[config.mk]
export PLATFORM = sky130hd
export DESIGN_NAME = alr_top
export DESIGN_NICKNAME = d
export VERILOG_FILES = /design/src/alr_pkg.sv /design/src/alr_div_if.sv /design/src/alr_div.sv /design/src/alr_top.sv
export SDC_FILE = /design/constraint.sdc
export NUM_CORES = 1
export LEC_CHECK = 0
export BUFFER_PORTS_ARGS = -buffer_cell sky130_fd_sc_hd__clkbuf_2
export CAP_MARGIN = 20
export CORE_MARGIN = 5
export CORE_UTILIZATION = 40
export CTS_BUF_LIST = sky130_fd_sc_hd__clkbuf_16
export DETAILED_ROUTE_END_ITERATION = 8
export PLACE_DENSITY = 0.66
export SYNTH_ARGS = -nofsm -noshare
export SYNTH_HDL_FRONTEND = slang
export SYNTH_SLANG_ARGS = --single-unit
[constraint.sdc]
create_clock -name clk_sys -period 25.8 [get_ports clk_sys]
set_input_delay 7.74 -clock clk_sys [delete_from_list [all_inputs] [get_ports clk_sys]]
set_output_delay 7.74 -clock clk_sys [all_outputs]
set_load 0.02 [all_outputs]
[src/alr_pkg.sv]
// analog level ramp: shared constants, register map, state and level types
// assumes one 125 MHz clock; every level value is a signed count in level units
//
// Contract
// - rising enable forces offset plus start/stop offset for 100 ms, then ramps
// - falling enable sets current level to offset at once, output becomes zero
// - level select 0 picks first target, 1 picks second target
// - a select change ramps to the new target at the rate, never jumps
// - rising stop ramps down to start/stop level, holds 100 ms, then offset
// - after a stop request no restart until stop and enable are both low
// - output is level minus offset divided by gain, range 0 to 32767
// - current level is recomputed once every 100 ms update
// - rate is steps per second, 1 to 10000, for every approach
// - both target levels accept -10000 to +20000
// - current level never exceeds the ceiling, range -10000 to +20000
// - start/stop level is offset plus start/stop offset of 0 to +20000
// - gain ranges 0 to 10.00, offset ranges plus or minus 10000
// - the inspection view shows the unscaled current level
// - decimal places 0 to 3 affect display only, never arithmetic
package alr_pkg;

  // ==========================================================
  // register bus
  localparam int ADDR_W = 8;
  localparam logic [7:0] OFS_LEVEL1 = 8'h00;
  localparam logic [7:0] OFS_LEVEL2 = 8'h04;
  localparam logic [7:0] OFS_CEIL = 8'h08;
  localparam logic [7:0] OFS_START_STOP_OFFSET = 8'h0C;
  localparam logic [7:0] OFS_RATE = 8'h10;
  localparam logic [7:0] OFS_GAIN = 8'h14;
  localparam logic [7:0] OFS_OFFSET = 8'h18;
  localparam logic [7:0] OFS_DEC = 8'h1C;
  localparam logic [7:0] OFS_SRC = 8'h20;
  localparam logic [7:0] OFS_STATE = 8'h24;
  localparam logic [7:0] OFS_CUR = 8'h28;
  localparam logic [7:0] OFS_SCALED = 8'h2C;

  // ==========================================================
  // value ranges and reset values
  localparam logic signed [15:0] LVL_MIN = -16'sh2710;
  localparam logic signed [15:0] LVL_MAX = 16'sh4E20;
  localparam logic signed [15:0] OFF_MAX = 16'sh2710;
  localparam logic signed [15:0] START_STOP_OFFSET_MAX = 16'sh4E20;
  localparam logic [13:0] RATE_MIN = 14'h0001;
  localparam logic [13:0] RATE_MAX = 14'h2710;
  localparam logic [9:0] GAIN_MAX = 10'h3E8;
  localparam logic [1:0] DEC_MAX = 2'h3;
  localparam logic [9:0] GAIN_RST = 10'h064;
  localparam logic signed [15:0] CEIL_RST = 16'sh4E20;
  localparam logic [13:0] RATE_RST = 14'h0001;

  // ==========================================================
  // arithmetic
  localparam int LVL_W = 18;
  localparam int DVD_W = 24;
  localparam int DVS_W = 10;
  localparam logic [6:0] GAIN_SCALE = 7'h64;
  localparam logic [4:0] STEP_DIV = 5'h0A;
  localparam logic [15:0] OUT_MAX = 16'h7FFF;

  // ==========================================================
  // timing: one level update every 100 ms
  localparam int UPDATE_NS = 100_000_000;
  localparam int CLK_NS = 8;
  localparam int TICK_CYC = UPDATE_NS / CLK_NS;

  typedef logic signed [LVL_W-1:0] alr_lvl_type;

  typedef enum logic [2:0] {
    S_IDLE = 3'h0,
    S_HOLD_START = 3'h1,
    S_RAMP = 3'h2,
    S_DECEL = 3'h3,
    S_HOLD_STOP = 3'h4,
    S_LATCHED = 3'h5
  } alr_state_type;

endpackage

[src/alr_div_if.sv]
// analog level ramp: request and answer wires of the scaling divider
// assumes both ends run on clk_sys
`timescale 1ns/10ps
interface alr_div_if;
  import alr_pkg::*;
  logic go;
  logic [DVD_W-1:0] dvd;
  logic [DVS_W-1:0] dvs;
  logic done;
  logic [DVD_W-1:0] quo;
  modport master (output go, output dvd, output dvs, input done, input quo);
  modport slave (input go, input dvd, input dvs, output done, output quo);
endinterface

[src/alr_div.sv]
// analog level ramp: unsigned restoring divider, one quotient bit per cycle
// assumes go is held only while idle is wanted; a go while busy is ignored
`timescale 1ns/10ps
module alr_div
  import alr_pkg::*;
(
  input wire logic clk_sys, // system clock
  input wire logic rst, // synchronous reset
  alr_div_if.slave div // request and answer
);

  typedef struct packed {
    logic run;
    logic [4:0] cnt;
    logic [DVD_W-1:0] q;
    logic [DVS_W:0] rem;
    logic [DVS_W-1:0] dvs;
    logic done;
  } alr_div_st_type;

  alr_div_st_type q_r;
  alr_div_st_type q_nxt;
  logic [DVS_W:0] r2;

  // ==========================================================
  // next state: shift in one dividend bit, subtract when it fits
  always_comb begin
    q_nxt = q_r;
    q_nxt.done = 1'b0;
    r2 = {q_r.rem[DVS_W-1:0], q_r.q[DVD_W-1]};
    if (!q_r.run) begin
      if (div.go) begin
        q_nxt.run = 1'b1;
        q_nxt.cnt = 5'(DVD_W - 1);
        q_nxt.q = div.dvd;
        q_nxt.rem = '0;
        q_nxt.dvs = div.dvs;
      end
    end else begin
      if (r2 >= {1'b0, q_r.dvs}) begin
        q_nxt.rem = r2 - {1'b0, q_r.dvs};
        q_nxt.q = {q_r.q[DVD_W-2:0], 1'b1};
      end else begin
        q_nxt.rem = r2;
        q_nxt.q = {q_r.q[DVD_W-2:0], 1'b0};
      end
      q_nxt.cnt = q_r.cnt - 5'h01;
      if (q_r.cnt == 5'h00) begin
        q_nxt.run = 1'b0;
        q_nxt.done = 1'b1;
      end
    end
  end

  always_ff @(posedge clk_sys) begin
    if (rst) begin
      q_r <= '0;
    end else begin
      q_r <= q_nxt;
    end
  end

  assign div.done = q_r.done;
  assign div.quo = q_r.q;

endmodule

[src/alr_top.sv]
// analog level ramp: level state machine, register file and scaled output
// assumes enable, level_sel and decel_stop arrive asynchronously from pins;
// the external target values come from logic on clk_sys
`timescale 1ns/10ps
module alr_top
  import alr_pkg::*;
#(
  parameter int TICK_CYCLES = TICK_CYC // cycles per 100 ms update
) (
  input wire logic clk_sys, // 125 MHz clock
  input wire logic rst, // synchronous reset, high
  input wire logic [ADDR_W-1:0] addr, // register byte address
  input wire logic [31:0] wdata, // write data
  input wire logic wr, // write strobe
  input wire logic rd, // read strobe
  output logic [31:0] rdata, // read data, cycle after rd
  input wire logic enable, // ramp enable pin
  input wire logic level_sel, // target select pin
  input wire logic decel_stop, // decelerated stop pin
  input wire logic [15:0] first_target_ext, // live value from another block
  input wire logic [15:0] second_target_ext, // live value from another block
  output logic [15:0] scaled_output, // scaled level
  output logic [LVL_W-1:0] current_level // unscaled level for inspection
);

  typedef struct packed {
    alr_state_type st;
    alr_lvl_type cur;
    logic [23:0] tick_cnt;
    logic [3:0] frac;
    logic [2:0] en_s;
    logic [2:0] stp_s;
    logic [1:0] sel_s;
    logic signed [15:0] lvl1;
    logic signed [15:0] lvl2;
    logic signed [15:0] ceil;
    logic signed [15:0] start_stop_offset;
    logic [13:0] rate;
    logic [9:0] gain;
    logic signed [15:0] off;
    logic [1:0] dec;
    logic [1:0] src;
    logic [31:0] rdata;
    logic [15:0] scaled;
    logic div_run;
  } alr_regs_type;

  alr_regs_type q;
  alr_regs_type d;
  alr_div_if div ();

  logic tick;
  logic en_rise;
  logic en_fall;
  logic stp_rise;
  logic [14:0] acc;
  alr_lvl_type step;
  alr_lvl_type tgt;
  alr_lvl_type ss_lvl;
  alr_lvl_type off_l;
  alr_lvl_type nxt_lvl;
  logic signed [LVL_W:0] diff;
  logic signed [15:0] wv;

  function automatic logic signed [15:0] clampv(logic signed [15:0] v,
      logic signed [15:0] lo, logic signed [15:0] hi);
    clampv = (v < lo) ? lo : ((v > hi) ? hi : v);
  endfunction

  // move c toward t by at most s, landing exactly on t
  function automatic alr_lvl_type toward(alr_lvl_type c, alr_lvl_type t, alr_lvl_type s);
    if (c < t) begin
      toward = (t - c > s) ? c + s : t;
    end else begin
      toward = (c - t > s) ? c - s : t;
    end
  endfunction

  // ==========================================================
  // derived values for this cycle
  always_comb begin
    tick = (q.tick_cnt == 24'(TICK_CYCLES - 1));
    en_rise = q.en_s[1] & ~q.en_s[2];
    en_fall = ~q.en_s[1] & q.en_s[2];
    stp_rise = q.stp_s[1] & ~q.stp_s[2];
    acc = 15'(q.frac) + 15'(q.rate);
    step = LVL_W'(acc / 15'(STEP_DIV));
    off_l = LVL_W'(q.off);
    ss_lvl = off_l + LVL_W'(q.start_stop_offset);
    // a target may follow another block's live value
    if (q.sel_s[1]) begin
      tgt = q.src[1] ? LVL_W'($signed(second_target_ext)) : LVL_W'(q.lvl2);
    end else begin
      tgt = q.src[0] ? LVL_W'($signed(first_target_ext)) : LVL_W'(q.lvl1);
    end
    diff = (LVL_W + 1)'(q.cur) - (LVL_W + 1)'(off_l);
    wv = wdata[15:0];
  end

  // ==========================================================
  // next state: synchronisers, level machine, registers, divider launch
  always_comb begin
    d = q;
    d.en_s = {q.en_s[1:0], enable};
    d.stp_s = {q.stp_s[1:0], decel_stop};
    d.sel_s = {q.sel_s[0], level_sel};
    d.tick_cnt = tick ? 24'h000000 : q.tick_cnt + 24'h000001;
    if (tick) begin
      d.frac = 4'(acc % 15'(STEP_DIV)); // remainder carries so slow rates stay exact
    end
    nxt_lvl = q.cur;
    case (q.st)
      S_IDLE: begin
        d.cur = off_l;
        if (en_rise && !q.stp_s[1]) begin
          d.st = S_HOLD_START;
          d.cur = ss_lvl;
          d.tick_cnt = 24'h000000;
          d.frac = 4'h0;
        end
      end
      S_HOLD_START: begin
        if (stp_rise) begin
          d.st = S_DECEL;
        end else if (tick) begin
          d.st = S_RAMP;
        end
      end
      S_RAMP: begin
        if (stp_rise) begin
          d.st = S_DECEL;
        end else if (tick) begin
          d.cur = toward(q.cur, tgt, step);
        end
      end
      S_DECEL: begin
        if (tick) begin
          nxt_lvl = toward(q.cur, ss_lvl, step);
          d.cur = nxt_lvl;
          if (nxt_lvl == ss_lvl) begin
            d.st = S_HOLD_STOP;
            d.tick_cnt = 24'h000000; // full 100 ms hold from here
          end
        end
      end
      S_HOLD_STOP: begin
        if (tick) begin
          d.st = S_LATCHED;
          d.cur = off_l;
        end
      end
      S_LATCHED: begin
        d.cur = off_l;
        if (!q.en_s[1] && !q.stp_s[1]) begin
          d.st = S_IDLE;
        end
      end
      default: begin
        d.st = S_IDLE;
        d.cur = off_l;
      end
    endcase
    // enable low wins over every step; a stopped ramp stays latched
    if (en_fall) begin
      d.cur = off_l;
      if (q.st == S_DECEL || q.st == S_HOLD_STOP || q.st == S_LATCHED || q.stp_s[1]) begin
        d.st = S_LATCHED;
      end else begin
        d.st = S_IDLE;
      end
    end
    if (d.cur > LVL_W'(q.ceil)) begin
      d.cur = LVL_W'(q.ceil);
    end
    // register writes clamp to the legal range of each field except decimal places and source, which keep the low two bits
    if (wr) begin
      case (addr)
        OFS_LEVEL1: d.lvl1 = clampv(wv, LVL_MIN, LVL_MAX);
        OFS_LEVEL2: d.lvl2 = clampv(wv, LVL_MIN, LVL_MAX);
        OFS_CEIL: d.ceil = clampv(wv, LVL_MIN, LVL_MAX);
        OFS_START_STOP_OFFSET: d.start_stop_offset = clampv(wv, 16'sh0000, START_STOP_OFFSET_MAX);
        OFS_RATE: d.rate = (wdata[15:0] < 16'(RATE_MIN)) ? RATE_MIN :
            ((wdata[15:0] > 16'(RATE_MAX)) ? RATE_MAX : wdata[13:0]);
        OFS_GAIN: d.gain = (wdata[15:0] > 16'(GAIN_MAX)) ? GAIN_MAX : wdata[9:0];
        OFS_OFFSET: d.off = clampv(wv, -OFF_MAX, OFF_MAX);
        OFS_DEC: d.dec = wdata[1:0];
        OFS_SRC: d.src = wdata[1:0];
        default: begin
        end
      endcase
    end
    // read data stand one cycle; unmapped addresses read zero
    d.rdata = 32'h00000000;
    if (rd) begin
      case (addr)
        OFS_LEVEL1: d.rdata = 32'(q.lvl1);
        OFS_LEVEL2: d.rdata = 32'(q.lvl2);
        OFS_CEIL: d.rdata = 32'(q.ceil);
        OFS_START_STOP_OFFSET: d.rdata = 32'(q.start_stop_offset);
        OFS_RATE: d.rdata = 32'(q.rate);
        OFS_GAIN: d.rdata = 32'(q.gain);
        OFS_OFFSET: d.rdata = 32'(q.off);
        OFS_DEC: d.rdata = 32'(q.dec);
        OFS_SRC: d.rdata = 32'(q.src);
        OFS_STATE: d.rdata = 32'(q.st);
        OFS_CUR: d.rdata = 32'(q.cur);
        OFS_SCALED: d.rdata = 32'(q.scaled);
        default: d.rdata = 32'h00000000;
      endcase
    end
    // divider runs back to back; zero gain gives zero output
    d.div_run = 1'b1;
    if (div.done) begin
      d.div_run = 1'b0;
      if (q.gain == 10'h000) begin
        d.scaled = 16'h0000;
      end else if (div.quo > 24'(OUT_MAX)) begin
        d.scaled = OUT_MAX;
      end else begin
        d.scaled = div.quo[15:0];
      end
    end
  end

  // ==========================================================
  // divider request: (level - offset) * 100 / gain in hundredths
  assign div.go = !q.div_run;
  assign div.dvd = (diff > 0) ? DVD_W'(diff * $signed({1'b0, GAIN_SCALE})) : '0;
  assign div.dvs = (q.gain == 10'h000) ? 10'h001 : q.gain;

  alr_div u_div (
    .clk_sys(clk_sys),
    .rst(rst),
    .div(div)
  );

  // ==========================================================
  // state register
  always_ff @(posedge clk_sys) begin
    if (rst) begin
      q <= '0;
      q.st <= S_IDLE;
      q.ceil <= CEIL_RST;
      q.rate <= RATE_RST;
      q.gain <= GAIN_RST;
    end else begin
      q <= d;
    end
  end

  assign rdata = q.rdata;
  assign scaled_output = q.scaled;
  assign current_level = q.cur;
endmodule

Yosys cells after proc, flatten, opt, wreduce, memory -nomap -nowiden
Cells that the tools add are included.
{"block": "word_totals", "out_inout_bits": 66, "elab_cells": 166, "inputBits": 79, "regBits": 265}
{"block": "op_classes", "n_lt_le_gt_ge": 17, "add_sub_neg": 12, "mux": 50, "div": 2, "mul": 1, "bitwise": 9, "eq_ne": 26, "reduce_logical": 24}
{"operator": "case mux 32 bit (12 select lines)", "count": 1}
{"operator": "two-way mux 18 bit", "count": 14}
{"operator": "two-way mux 16 bit", "count": 7}
{"operator": "case mux 18 bit (5 select lines)", "count": 1}
{"operator": "greater-than comparator 18 bit", "count": 4}
{"operator": "two-way mux 24 bit", "count": 3}
{"operator": "subtractor 18 bit", "count": 3}
{"operator": "two-way mux 51 bit", "count": 1}
{"operator": "two-way mux 49 bit", "count": 1}
{"operator": "case mux 24 bit (2 select lines)", "count": 1}
{"operator": "two-way mux 45 bit", "count": 1}
{"operator": "two-way mux 21 bit", "count": 2}
{"operator": "two-way mux 41 bit", "count": 1}
{"operator": "== test 8 x 5 -> 1 bit (second input constant)", "count": 4}
{"operator": "== test 8 x 6 -> 1 bit (second input constant)", "count": 4}
{"operator": "less-than comparator 16 x 1 -> 1 bit (second input constant)", "count": 2}
{"operator": "two-way mux 14 bit", "count": 2}
{"operator": "adder 24 x 1 -> 24 bit (second input constant)", "count": 1}
{"operator": "== test 24 bit (second input constant)", "count": 1}
{"operator": "greater-than comparator 24 x 15 -> 1 bit (second input constant)", "count": 1}
{"operator": "multiplier 19 x 6 -> 22 bit (second input constant)", "count": 1}
{"operator": "two-way mux 10 bit", "count": 2}
{"operator": "AND reduction 2 bit", "count": 10}
{"operator": "greater-than comparator 19 x 1 -> 1 bit (second input constant)", "count": 1}
{"operator": "other kinds (44)", "count": 72}

Longest topological paths before layout
{"block": "depth", "ltp_word": 14, "depth_mapped": 59, "depth_no_buf": 54}

By module
Synthesis repeated with hierarchy kept, for this count alone.
{"block": "unflattened", "hier_cells": 3465, "hier_area_um2": 25615.8}
{"module": "alr_top", "n_inst": 1, "area_each_um2": 22699.3, "seq_area_each_um2": 4003.8, "cells_each": 3095}
{"module": "alr_div", "n_inst": 1, "area_each_um2": 2916.5, "seq_area_each_um2": 1021.0, "cells_each": 370}

Worst setup path after synthesis
Ideal clock, no wire load.
{"block": "synth_path", "kind": "input to register", "start": "in first_target_ext[1]", "end": "reg q (netlist bit current_level[11])", "path_buffers": 1, "path_stages": 41, "arrival_ps": 14379, "t_required_ps": 25683, "setup_slack_ps": 11304, "setup_time_ps": 117, "path_cell_list": "a211oi_1 -> a21oi_1 -> ha_1 -> nor2b_1 -> o21ai_0 -> a21boi_0 -> o21ai_0 -> a21boi_0 -> o21ai_0 -> a21boi_0 -> o21ai_0 -> a21boi_0 -> nor2_1 -> ha_1 -> nand4_1 -> nor3_1 -> nor2_1 -> o211ai_1 -> [... 5 more ...] -> nand3_1 -> a2bb2oi_1 -> a21oi_1 -> o41ai_1 -> o21ai_0 -> ha_1 -> nand4_1 -> nor2_1 -> nor2_1 -> a21o_1 -> a21oi_1 -> a211oi_1 -> o2111ai_1 -> o21ai_0 -> a31oi_1 -> clkbuf_1 -> nor2_1 -> a22o_1"}
{"block": "synth_between", "elab_chain_cells": 12, "word_cells_on_any_way": 16, "classes_between": "add/sub: 2; order compare: 4; mux: 10"}
{"item": "start: declaration", "line": "alr_top.sv:20", "source": "input wire logic [15:0] first_target_ext,"}
{"item": "two-way mux 18 bit *", "line": "alr_top.sv:94", "source": "tgt = q.src[0] ? LVL_W'($signed(first_target_ext)) : LVL_W'(q.lvl1);"}
{"item": "two-way mux 18 bit *", "line": "alr_top.sv:91", "source": "if (q.sel_s[1]) begin"}
{"item": "subtractor 18 bit (on tied branches)", "line": "alr_top.sv:75, alr_top.sv:73"}
{"item": "greater-than comparator 18 bit (on tied branches)", "line": "alr_top.sv:75, alr_top.sv:73"}
{"item": "two-way mux 18 bit (on tied branches)", "line": "alr_top.sv:75, alr_top.sv:73"}
{"item": "two-way mux 18 bit *", "line": "alr_top.sv:72", "source": "if (c < t) begin"}
{"item": "two-way mux 18 bit *", "line": "alr_top.sv:132", "source": "end else if (tick) begin"}
{"item": "two-way mux 18 bit *", "line": "alr_top.sv:130", "source": "if (stp_rise) begin"}
{"item": "case mux 18 bit (5 select lines) *", "line": "alr_top.sv:112", "source": "case (q.st)"}
{"item": "two-way mux 21 bit *", "line": "alr_top.sv:164", "source": "if (en_fall) begin"}
{"item": "greater-than comparator 18 x 16 -> 1 bit", "line": "alr_top.sv:172", "source": "if (d.cur > LVL_W'(q.ceil)) begin"}
{"item": "two-way mux 18 bit *", "line": "alr_top.sv:172"}
{"item": "end: declaration", "line": "alr_top.sv:48", "source": "alr_regs_type q;"}
Mark *: on every way between the ends. The rest lies on a longest branch, timed or not.
A chain may end at the register's enable or synchronous reset.

Final worst setup path
{"block": "layout_path", "start": "in second_target_ext[0]", "end": "reg q (netlist bit current_level[0])"}
{"block": "layout_between", "elab_chain_cells": 12, "word_cells_on_any_way": 16, "classes_between": "add/sub: 2; order compare: 4; mux: 10"}
{"item": "start: declaration", "line": "alr_top.sv:21", "source": "input wire logic [15:0] second_target_ext,"}
{"item": "two-way mux 18 bit *", "line": "alr_top.sv:92", "source": "tgt = q.src[1] ? LVL_W'($signed(second_target_ext)) : LVL_W'(q.lvl2);"}
{"item": "two-way mux 18 bit *", "line": "alr_top.sv:91"}
{"item": "subtractor 18 bit (on tied branches)", "line": "alr_top.sv:75, alr_top.sv:73"}
{"item": "greater-than comparator 18 bit (on tied branches)", "line": "alr_top.sv:75, alr_top.sv:73"}
{"item": "two-way mux 18 bit (on tied branches)", "line": "alr_top.sv:75, alr_top.sv:73"}
{"item": "two-way mux 18 bit *", "line": "alr_top.sv:72"}
{"item": "two-way mux 18 bit *", "line": "alr_top.sv:132"}
{"item": "two-way mux 18 bit *", "line": "alr_top.sv:130"}
{"item": "case mux 18 bit (5 select lines) *", "line": "alr_top.sv:112"}
{"item": "two-way mux 21 bit *", "line": "alr_top.sv:164"}
{"item": "greater-than comparator 18 x 16 -> 1 bit", "line": "alr_top.sv:172"}
{"item": "two-way mux 18 bit *", "line": "alr_top.sv:172"}
Marked as above.

==> impl_summary.log <==
INFO  metric ioPinCount = 145
INFO  metric grt_pass1_vias = 23,120
INFO  metric grt_antenna_before_repair = 6
INFO  metric grt_pass1_wl = 139.9 mm
INFO  metric run_status = finished, final reports clean
INFO  metric clock-skew-final = 0.04684 ns
INFO  metric criticalPathCategory = input pin to register
INFO  metric viasPerCell = 5.996
INFO  metric cts_hold_buf = 0
INFO  metric cts_sink_cnt = 251
INFO  metric worst_path_largest_cell_delay = 0.88 ns
INFO  metric numCtsBuffers = 29
INFO  metric worstSkewPairLatency = 0.61 ns
INFO  metric power_per_cell_area = 118.2 nW/um^2
INFO  metric synthDistinctLibCells = 103
INFO  metric detailedRoute.firstIterationViolations = 2,750
INFO  metric finalNonFillerCells = 4,298
INFO  metric crit_fanout = 14
INFO  metric wl_final = 94.22 mm
INFO  metric num_vias = 25,770
INFO  metric grt_max_degree = 80
INFO  metric floorplan.die_area = 68,510 um^2
INFO  metric syn-instance-count = 3,428
INFO  metric clkSlewWorstSetupHoldPaths = 0.06 ns
INFO  metric die_span_in_x = 261.7 um
INFO  metric clockBufferDepth = 3
INFO  metric final_antenna_net_count = 0
INFO  metric timing.final.crit_share = 66.57%
INFO  metric maximum_vdd_ir_drop = 153.3 uV
INFO  metric cts-root-buf = clkbuf_16
INFO  metric final-setup-viol-count = 0
INFO  metric buffer_ports.inserted = 128
INFO  metric all_layer_gr_usage = 26.09%
INFO  metric crit_top_cell = o21ai_0
INFO  metric post_synth_main_area_contributors = dfxtp_1, ha_1, nor2_1
INFO  metric dp.final_hpwl = 72.97 mm
INFO  metric syn_to_final_growth = 7.261%
INFO  metric min_period = 17.18 ns
INFO  metric worst-endpoint-arrival = 17.67 ns
INFO  metric yosys_register_bits = 251
INFO  metric floorplan.initialDensity = 40.26%
INFO  metric routed_wire_length_per_instance = 21.92 um
INFO  metric syn_area = 25,350 um^2
INFO  metric overflow = 0
INFO  metric max_cap_viols = 0
INFO  metric timing_hold_violations_final = 0
INFO  metric netlist.area_leader.share = 19.82%
INFO  metric postSynthAreaPerCell = 7.394 um^2
INFO  metric cts.repair.resized = 0
INFO  metric post_synth_most_frequent_cells = nor2_1, nand2_1, a21oi_1
INFO  metric share_of_synthesized_registers_carrying_an_async_set_or_reset = 0%
INFO  metric number_of_placed_instances_with_taps_included = 4,233
INFO  metric layout-drive-gt1-share = 9.178%
INFO  metric min-delay-path-class = register to register
INFO  metric yosysWarningCount = 0
INFO  metric detailedRoute.firstPassIterationCount = 8
INFO  metric post_cts.repair.setup_buffers = 0
INFO  metric timing.max_slew.rel_slack = 24.95%
INFO  metric post_detailed_route_drc_marker_count = 0
INFO  metric slew_viol_final = 0
INFO  metric grt_setup_unrepaired = false
INFO  metric timing.critical_path.to_type = register
INFO  metric synth_ff_type = dfxtp_1
INFO  metric dpl-instance-area = 26,210 um^2
INFO  metric tightest_slew = 1.097 ns
INFO  metric yosys.cell_count.top_type = nor2_1
INFO  metric globalplace.congestion = 1.028
INFO  metric mappedNetlistNets = 3,806
INFO  metric synth_edf_count = 0
INFO  metric htree_levels = 1
INFO  metric cts_tree = yes
INFO  metric timing.setup.tns = 0 ns
INFO  metric slowest_stage = a2111oi_0
INFO  metric cp.required = 26.29 ns
INFO  metric core = 62,970 um^2
INFO  metric rows = 92
INFO  metric die_y = 261.7 um
INFO  metric critPathLaunchType = input pin
INFO  metric design.final.nets = 3,798
INFO  metric leakage = 11.28 nW
INFO  metric finalInstanceArea = 27,190 um^2
INFO  metric synth.yosys.seq_area_share = 19.82%
INFO  metric synth_largest_area_cell = dfxtp_1
INFO  metric maxClockFrequency = 58.22 MHz
-- power breakdown --
| part | leakage [nW] | switching (W) | total [W] | internal (W) |
|---|---|---|---|---|
| clock network | 0.470 | 0.000184 | 0.000412 | 0.000228 |
| registers | 2.03 | 0.0000367 | 0.000449 | 0.000412 |
| logic | 8.78 | 0.00139 | 0.00235 | 0.000960 |
-- worst paths after layout --
kind	start	to	slack, ns	cells after the start
hold reg to reg	u_div.q_r[6]	u_div.q_r[6]	0.46	2
setup reg to reg	q[79]	current_level[0]	12.07	50
hold / removal	u_div.q_r[6]	u_div.q_r[6]	0.46	2
setup / recovery	second_target_ext[0]	current_level[0]	8.62	42
-- through the flow --
step | total power [W] | setup WS (ns) | hold WS (ns) | util (%)
6_report | 0.003213 | 8.625 | 0.4556 | 43.18
5_1_grt | 0.003522 | 8.141 | 0.4706 | 43.17
4_1_cts | 0.003195 | 9.133 | 0.4555 | 43.11
3_5_place_dp | 0.002769 | 8.579 | 0.4388 | 41.63
3_3_place_gp | 0.002753 | 8.551 | 0.4451 | 41.63
2_1_floorplan | 0.002226 | 11.30 | 0.4138 | -
-- per-layer routing --
metal	up-vias	global-route usage (%)	wire length (um)
li1	12170	-	-
met1	12030	34.90	39080
met2	1247	39.85	40160
met3	326	4.362	8423
met4	0	14.88	6552
met5	-	0	0
-- registers in the layout (all words and copies together) (netlist names) --
register        cells
off_l              16
scaled_output      16
current_level      18
q                 127
u_div.div.done      1
u_div.q_r          26
rdata              18
d                   5
u_div.div.quo      24
-- final cells by class --
| cell class | count | area [um^2] |
|---|---|---|
| repair buffers | 186 | 1090 |
| inverters | 274 | 1033 |
| flip-flops and latches | 251 | 5026 |
| multi-input cells | 2678 | 18030 |
| fillers | 6480 | 35780 |
| clock buffers | 29 | 725.7 |
| clock inverters | 25 | 206.4 |
| diodes | 9 | 22.52 |
| well taps | 846 | 1059 |
-- critical path: cells and delay by family --
| family | cells | cell delay, ns |
|---|---|---|
| compound gates | 24 | 5.97 |
| simple gates | 11 | 2.16 |
| fa+ha+maj | 3 | 0.90 |
| buf+inv | 3 | 0.64 |
| mux | 1 | 0.26 |
-- placed cells by master, fill, tap and decap left out, types with 34 or more instances in the layout --
master    instances
a31oi_1          38
inv_1           272
o21ai_0         164
mux2i_1          45
nor3_1           79
a211oi_1         34
nor2_1          444
ha_1            272
nor2b_1          47
a21o_1           58
a21oi_1         302
a221oi_1         53
xor2_1           49
nand3_1          63
buf_4            57
dfxtp_1         250
nand4_1          40
a22oi_1          56
xnor2_1         120
nand2_1         303
a21boi_0         35
clkbuf_2        127
-- logic make-up (layout without fill, tap and decap cells) --
| kind of cell | after synthesis | in the layout | synth area share [%] |
|---|---|---|---|
| flip-flops | 251 | 251 | 19.82 |
| AO/OA/AOI/OAI | 1010 | 1010 | 26.60 |
| multiplexers | 63 | 63 | 2.591 |
| adder cells (fa/ha/maj) | 299 | 299 | 15.56 |
| XOR/XNOR | 171 | 171 | 6.037 |
| buffers and inverters | 499 | 514 | 9.102 |
| other | 0 | 9 | 0 |
| AND/OR/NAND/NOR | 1135 | 1135 | 20.29 |
Power figures use the tool's default switching activity.
